File: src/rtl/mgw_params.svh
// constants for the measurement gate window generator
// assumes a 40 MHz system clock and a 1 us timebase derived from it
`ifndef MGW_PARAMS_SVH
`define MGW_PARAMS_SVH
`define MGW_CLK_PERIOD_PS   25000
`define MGW_TICK_PERIOD_PS  1000000
`define MGW_TICK_CYCLES     (`MGW_TICK_PERIOD_PS / `MGW_CLK_PERIOD_PS)
`define MGW_TICK_W          6
`define MGW_DIGIT_W         4
`define MGW_DECADES         3
`define MGW_MANT_W          12
`define MGW_EXP_MAX         4'h7
`define MGW_DIGIT_MAX       4'h9
`define MGW_DIGIT_ZERO      4'h0
`define MGW_DIGIT_ONE       4'h1
`define MGW_MANT_RESET      12'h001
`define MGW_EXP_RESET       4'h0
`define MGW_EXP_LAST        32'h1
`define MGW_POW10_0         32'h1
`define MGW_POW10_1         32'hA
`define MGW_POW10_2         32'h64
`define MGW_POW10_3         32'h3E8
`define MGW_POW10_4         32'h2710
`define MGW_POW10_5         32'h186A0
`define MGW_POW10_6         32'hF4240
`define MGW_POW10_7         32'h989680
`endif

File: src/rtl/mgw_pkg.sv
// types for the measurement gate window generator
// assumes mgw_params.svh is included by each user
package mgw_pkg;
  typedef enum logic [2:0] {
    MGW_IDLE = 3'b001,
    MGW_RUN  = 3'b010,
    MGW_DONE = 3'b100
  } mgw_state_t;
endpackage : mgw_pkg

File: src/rtl/mgw_decade.sv
// one bcd decade down-counter with preset and borrow-out
// assumes count enable and load are single-cycle pulses on clk_sys
`timescale 1ns/1ps
`include "mgw_params.svh"
module mgw_decade (
  // clock and reset
  input  wire logic       clk_sys,
  input  wire logic       rst_b,
  // control
  input  wire logic       load,
  input  wire logic [3:0] preset,
  input  wire logic       countEn,
  // status
  output logic       [3:0] digit,
  output logic             borrow
);
  logic [3:0] next_digit;

  always_comb begin
    next_digit = digit;
    if (load) begin
      next_digit = preset;
    end else if (countEn) begin
      if (digit == `MGW_DIGIT_ZERO) begin
        next_digit = `MGW_DIGIT_MAX;
      end else begin
        next_digit = digit - 4'h1;
      end
    end
  end

  // borrow is combinational so the decade chain ripples in one cycle
  assign borrow = countEn && (digit == `MGW_DIGIT_ZERO);

  always_ff @(posedge clk_sys) begin
    if (!rst_b) begin
      digit <= `MGW_DIGIT_ZERO;
    end else begin
      digit <= next_digit;
    end
  end
endmodule : mgw_decade

File: src/rtl/mgw_gate_gen.sv
// measurement gate window generator: mantissa x 10^exponent microseconds
// assumes start is a one-cycle pulse and settings are stable while a window runs
`timescale 1ns/1ps
`include "mgw_params.svh"
// Behaviour
// - the mantissa is three bcd digits on twelve preset lines loaded into three cascaded decade down-counters.
// - each mantissa decade above the first steps on the borrow of the one below, so the three digits give the matching three-digit count.
// - mantissa holding registers keep the programmed value so the counters can be reloaded again and again.
// - a tick with the mantissa at 001 (mantEnd) makes a load pulse that presets the mantissa counters again, except on the last period (decadeOut).
// - the exponent counter counts mantissa periods down by ten to the exponent and its decade-out ends the window.
// - the exponent runs from 0 to 7, giving 1 us to 10^7 us windows for a mantissa of one.
// - the exponent is captured in a clocked register whose outputs preset the exponent counter.
// - the exponent counter is preset to ten to the held exponent and has a count input driven by the mantissa stage.
// - the window is timed in microsecond units.
// - the finished window leaves on the rear output and the mainframe gates on it and measures its length.
// - the gate signal passes through output buffer stages and is the measurement gate output.
module mgw_gate_gen (
  // clock and reset
  input  wire logic        clk_sys,
  input  wire logic        rst_b,
  // settings
  input  wire logic [11:0] mantissaIn,
  input  wire logic        mantissaWr,
  input  wire logic [3:0]  exponentIn,
  input  wire logic        exponentWr,
  // control
  input  wire logic        start,
  // outputs
  output logic             gate_window_out,
  output logic             windowDone
);
  // holding registers
  logic [11:0] mantHold;
  logic [11:0] next_mantHold;
  logic [3:0]  expHold;
  logic [3:0]  next_expHold;

  // microsecond timebase
  logic [5:0]  tickCnt;
  logic [5:0]  next_tickCnt;
  logic        tick;

  // sequencing
  mgw_pkg::mgw_state_t state;
  mgw_pkg::mgw_state_t next_state;
  logic        mantLoad;
  logic [31:0] expCnt;
  logic [31:0] next_expCnt;
  logic        gateBuf;
  logic        next_gateBuf;
  logic        next_gateOut;
  logic        next_done;

  // decade chain
  logic [3:0]  digits [`MGW_DECADES];
  logic [`MGW_DECADES-1:0] borrows;
  logic [`MGW_DECADES:0]   carryEn;
  logic        mantZero;
  logic        mantEnd;
  logic        decadeOut;

  function automatic logic [31:0] pow10(input logic [3:0] e);
    logic [31:0] r;
    // a table instead of a multiply loop keeps the preset path shallow
    unique case (e)
      4'h0: r = `MGW_POW10_0;
      4'h1: r = `MGW_POW10_1;
      4'h2: r = `MGW_POW10_2;
      4'h3: r = `MGW_POW10_3;
      4'h4: r = `MGW_POW10_4;
      4'h5: r = `MGW_POW10_5;
      4'h6: r = `MGW_POW10_6;
      default: r = `MGW_POW10_7; // held exponents are clamped, so only 7 lands here
    endcase
    return r;
  endfunction : pow10

  // settings registers
  always_comb begin
    next_mantHold = mantHold;
    next_expHold  = expHold;
    if (mantissaWr) begin
      next_mantHold = mantissaIn;
    end
    if (exponentWr) begin
      // out-of-range exponents clamp to the largest decade
      next_expHold = (exponentIn > `MGW_EXP_MAX) ? `MGW_EXP_MAX : exponentIn;
    end
  end

  always_ff @(posedge clk_sys) begin
    if (!rst_b) begin
      mantHold <= `MGW_MANT_RESET;
      expHold  <= `MGW_EXP_RESET;
    end else begin
      mantHold <= next_mantHold;
      expHold  <= next_expHold;
    end
  end

  // 1 us tick from 40 MHz
  always_comb begin
    next_tickCnt = tickCnt;
    tick = 1'b0;
    if (state == mgw_pkg::MGW_RUN) begin
      if (tickCnt == 6'(`MGW_TICK_CYCLES - 1)) begin
        next_tickCnt = 6'h00;
        tick = 1'b1;
      end else begin
        next_tickCnt = tickCnt + 6'h01;
      end
    end else begin
      next_tickCnt = 6'h00;
    end
  end

  always_ff @(posedge clk_sys) begin
    if (!rst_b) begin
      tickCnt <= 6'h00;
    end else begin
      tickCnt <= next_tickCnt;
    end
  end

  // the first decade steps on tick; each decade above it only steps on the borrow of the one below
  assign carryEn[0] = tick;
  generate
    for (genvar g = 0; g < `MGW_DECADES; g++) begin : g_dec
      mgw_decade u_dec (
        .clk_sys (clk_sys),
        .rst_b   (rst_b),
        .load    (mantLoad),
        .preset  (mantHold[g*`MGW_DIGIT_W +: `MGW_DIGIT_W]),
        .countEn (carryEn[g]),
        .digit   (digits[g]),
        .borrow  (borrows[g])
      );
      assign carryEn[g+1] = borrows[g];
    end
  endgenerate

  // a period is complete when the whole mantissa reads 001 on a tick;
  // this stands in for the top-decade borrow and avoids the extra count it implies
  assign mantZero = (digits[0] == `MGW_DIGIT_ONE) && (digits[1] == `MGW_DIGIT_ZERO) &&
                    (digits[2] == `MGW_DIGIT_ZERO);
  assign mantEnd  = tick && mantZero;
  assign decadeOut = mantEnd && (expCnt == `MGW_EXP_LAST);

  // sequencing and exponent counter
  always_comb begin
    next_state   = state;
    next_expCnt  = expCnt;
    mantLoad     = 1'b0;
    next_gateBuf = gateBuf;
    next_done    = 1'b0;
    unique case (state)
      mgw_pkg::MGW_IDLE: begin
        next_gateBuf = 1'b0;
        if (start && (mantHold != 12'h000)) begin
          mantLoad     = 1'b1;
          next_expCnt  = pow10(expHold); // preset to ten to the held exponent
          next_gateBuf = 1'b1;
          next_state   = mgw_pkg::MGW_RUN;
        end
      end
      mgw_pkg::MGW_RUN: begin
        if (decadeOut) begin
          next_gateBuf = 1'b0;
          next_state   = mgw_pkg::MGW_DONE;
        end else if (mantEnd) begin
          mantLoad    = 1'b1; // gate untouched across reloads
          next_expCnt = expCnt - 32'h1; // counted by the mantissa stage
        end
      end
      mgw_pkg::MGW_DONE: begin
        next_done  = 1'b1;
        next_state = mgw_pkg::MGW_IDLE;
      end
      default: begin
        next_state   = mgw_pkg::MGW_IDLE;
        next_gateBuf = 1'b0;
      end
    endcase
    next_gateOut = gateBuf; // second buffer stage
  end

  always_ff @(posedge clk_sys) begin
    if (!rst_b) begin
      state           <= mgw_pkg::MGW_IDLE;
      expCnt          <= 32'h0;
      gateBuf         <= 1'b0;
      gate_window_out <= 1'b0;
      windowDone      <= 1'b0;
    end else begin
      state           <= next_state;
      expCnt          <= next_expCnt;
      gateBuf         <= next_gateBuf;
      gate_window_out <= next_gateOut;
      windowDone      <= next_done;
    end
  end
endmodule : mgw_gate_gen

File: config.mk
export PLATFORM = sky130hd
export DESIGN_NAME = mgw_gate_gen
export DESIGN_NICKNAME = d
export VERILOG_FILES = /design/src/rtl/mgw_pkg.sv /design/src/rtl/mgw_decade.sv /design/src/rtl/mgw_gate_gen.sv
export VERILOG_INCLUDE_DIRS = /design/src /design/src/rtl
export SDC_FILE = /design/constraint.sdc
export NUM_CORES = 1
export LEC_CHECK = 0
export BUFFER_PORTS_ARGS = -buffer_cell sky130_fd_sc_hd__buf_2
export CORE_MARGIN = 5
export CORE_UTILIZATION = 55
export CTS_CLUSTER_DIAMETER = 60
export CTS_CLUSTER_SIZE = 40
export DETAILED_ROUTE_END_ITERATION = 12
export PLACE_DENSITY = 0.79
export SKIP_CTS_REPAIR_TIMING = 1
export SYNTH_ARGS = -nofsm -noshare
export SYNTH_HDL_FRONTEND = slang
export SYNTH_SLANG_ARGS = --single-unit
File: constraint.sdc
create_clock -name clk_sys -period 6.6 [get_ports clk_sys]
set_input_delay 0.33 -clock clk_sys [delete_from_list [all_inputs] [get_ports clk_sys]]
set_output_delay 0.33 -clock clk_sys [all_outputs]
set_load 0.02 [all_outputs]
==> flow_metrics.tcl <==
set metrics [dict create \
    status "finished, final reports clean" \
    ant_nets 0 \
    synthArstFlopShare_pct 0 \
    ys_warn_count 0 \
    n_antenna_cell 0 \
    dpl_cell_area_um2 3864 \
    clkSlewWorstSetupHoldPaths_ns 0.08 \
    tightest_slew_ns 1.189 \
    grt_max_degree 46 \
    reg2reg_depth 6 \
    cts_tree "built" \
    timing.rr.end "g_dec[2].u_dec.digit[2]" \
    worstSetupPathType "register to register" \
    drt_iter0_drc 215 \
    synthFlopType "dfxtp_1" \
    drv_slew 0 \
    synth_edf_count 0 \
    stdcell_area_um2 4069 \
    synth_seq_cells 72 \
    die_w_um 92.24 \
    path_cells "or4b_1 -> nor4_1 -> and2_1 -> mux2i_4 -> nor2_1 -> nor4_1" \
    wirelength_mm 9.016 \
    worst_hold_path_type "input port to register" \
    clockBufferDepth 2 \
    min_path_cells 3 \
    wl_per_cell_um 15.96 \
    critPathSlowestCell "mux2i_4" \
    portBuffers 22 \
    grt-ovfl-total 0 \
    drv_cap 0 \
    min_period_over_period_pct 48.49 \
    ys_seq_area_share_pct 38.75 \
    cp_common_cell "nor4_1" \
    total_power_uw 1058 \
    synth.net_count 495 \
    synth.area.top_cells "dfxtp_1 (39%), nor2_1 (6.5%), o21ai_0 (5.5%)" \
    worst_ir_drop_vdd_mv 0.1571 \
    cpPeakStageDelay_ns 1.03 \
    cp.required_ns 6.86 \
    vias 3567 \
    tns_ns 0 \
    finalSetupViolations 0 \
    rows 30 \
    synthTopCellsByCount "dfxtp_1 (72), nor2_1 (64), nand2_1 (41), o21ai_0 (41), a21oi_1 (40)" \
    areaGrowthSynthToFinish_pct 9.384 \
    dr.pass1.iters 5 \
    period_needed_ns 3.200 \
    dieArea_um2 8508 \
    clock.fmax_mhz 312.5 \
    grtUsageTotal_pct 22.53 \
    synth.avg_cell_area_um2 7.898 \
    synth_cell_type_count 56 \
    hold_end "mantHold[0]" \
    worstReg2RegStart "g_dec[0].u_dec.digit[0]" \
    cts_sinks 72 \
    ios 23 \
    antenna_found_initial 0 \
    yosys.cell_count.top_type "dfxtp_1" \
    power.density_nw_per_um2 260.1 \
    p_leak_uw 0.001506 \
    cts_root_buffer "clkbuf_8" \
    postSynthCellCount 471 \
    insertion_delay_ns 0.36 \
    synth_area_um2 3720 \
    cts_buffers 9 \
    fin_nets 504 \
    drc 0 \
    finalHoldViolCount 0 \
    crit_arrival_ns 3.46 \
    hpwl_mm 6.117 \
    yosysTopAreaCell "dfxtp_1" \
    relSlewSlack_pct 19.02 \
    whs_ns 0.1961 \
    finClkSkew_ns 0.01147 \
    worstPathMaxFanout 45 \
    h-tree-depth 3 \
    yosysTopAreaCellShare_pct 38.75 \
    vias_per_cell 6.313 \
    start_util_pct 55.67 \
    fillers 639 \
    grt_pass1_wl_mm 15.50 \
    gp_congestion 0.8592 \
    grt_pass1_vias 3354 \
    die_y_um 92.24 \
    hp-start "mantissaIn[0]" \
    core_area_um2 6681 \
    endpoint_kind "register" \
    rsz0062_at_grt "no" \
    startpoint_type "register" \
    reg2reg_slack_ns 3.40 \
    drive_gt1_share_pct 11.55 \
]
critical path, delay by kind of cell (launching register included):
family | cells | cell delay [ns]
and+or+nand+nor | 5 | 1.64
muxes | 1 | 1.03
DFF | 1 | 0.43
final cells by class:
type	count	area [µm²]	share of cell area, %
sequential	72	1441	35.42
clock inverter	6	67.56	1.661
clock buffer	10	137.6	3.383
tap	80	100.1	2.460
inverter	5	18.77	0.4613
multi-input combinational	366	2163	53.17
timing repair buffer	26	140.1	3.444
stage by stage:
step                worst slack [ns]  std cells  utilization (%)
global placement               3.527        549            57.83
global route                   3.099        565            60.90
detailed placement             3.415        549            57.83
floorplan                      3.909        471                -
CTS                            3.376        565            60.90
finish                         3.400        565            60.90
layout by cell type, fill, tap and decap left out, types with 13 or more instances in the layout:
cell type | Yosys | final
a21oi_1 | 40 | 40
buf_2 | 4 | 22
dfxtp_1 | 72 | 72
mux2i_1 | 14 | 14
nand2_1 | 41 | 41
nor2_1 | 64 | 64
nor3_1 | 13 | 13
nor4_1 | 15 | 15
o21ai_0 | 41 | 41
where the power goes:
group	internal [µW]	switching, µW	leakage, µW
registers	460	29.8	0.000588
logic	79.0	128	0.000819
clock network	186	176	0.0000989
routing by layer:
metal	track usage, %	vias to the layer above	wire length, µm
met3	3.856	23	477
met2	36.56	98	4169
met5	0	-	0
li1	-	1759	-
met1	28.87	1687	4148
met4	11.14	0	220
sequential cells by signal (all words and copies together), names as in the netlist:
register and count:
mantHold 12, windowDone 1, gate_window_out 1, expCnt 32, expHold 4, state 3, gateBuf 1, tickCnt 6
g_dec.u_dec.digit 12
how the worst max path moves through the flow:
stage | from | endpoint | slack [ns] | cells after the start
3_3_place_gp | g_dec[0].u_dec.digit[1] | g_dec[2].u_dec.digit[0] | 3.53 | 6
2_1_floorplan | expCnt[0] | expCnt[18] | 3.91 | 9
4_1_cts | g_dec[0].u_dec.digit[0] | g_dec[2].u_dec.digit[1] | 3.38 | 6
6_report | g_dec[0].u_dec.digit[0] | g_dec[2].u_dec.digit[2] | 3.40 | 6
5_1_grt | g_dec[0].u_dec.digit[0] | g_dec[2].u_dec.digit[2] | 3.10 | 6
3_5_place_dp | g_dec[0].u_dec.digit[1] | g_dec[2].u_dec.digit[2] | 3.41 | 6
cells by family (layout without fill, tap and decap cells):
kind of cell    count (synthesis)  in the layout  synth area share (%)
fa+ha+maj                       3              3                 1.009
simple gates                  213            213                 29.84
buf+inv                        33             47                 3.465
mux                            17             17                 4.742
flops                          72             72                 38.75
xor+xnor                        9              9                 2.119
compound gates                124            124                 20.08
Power figures use the tool's default switching activity.
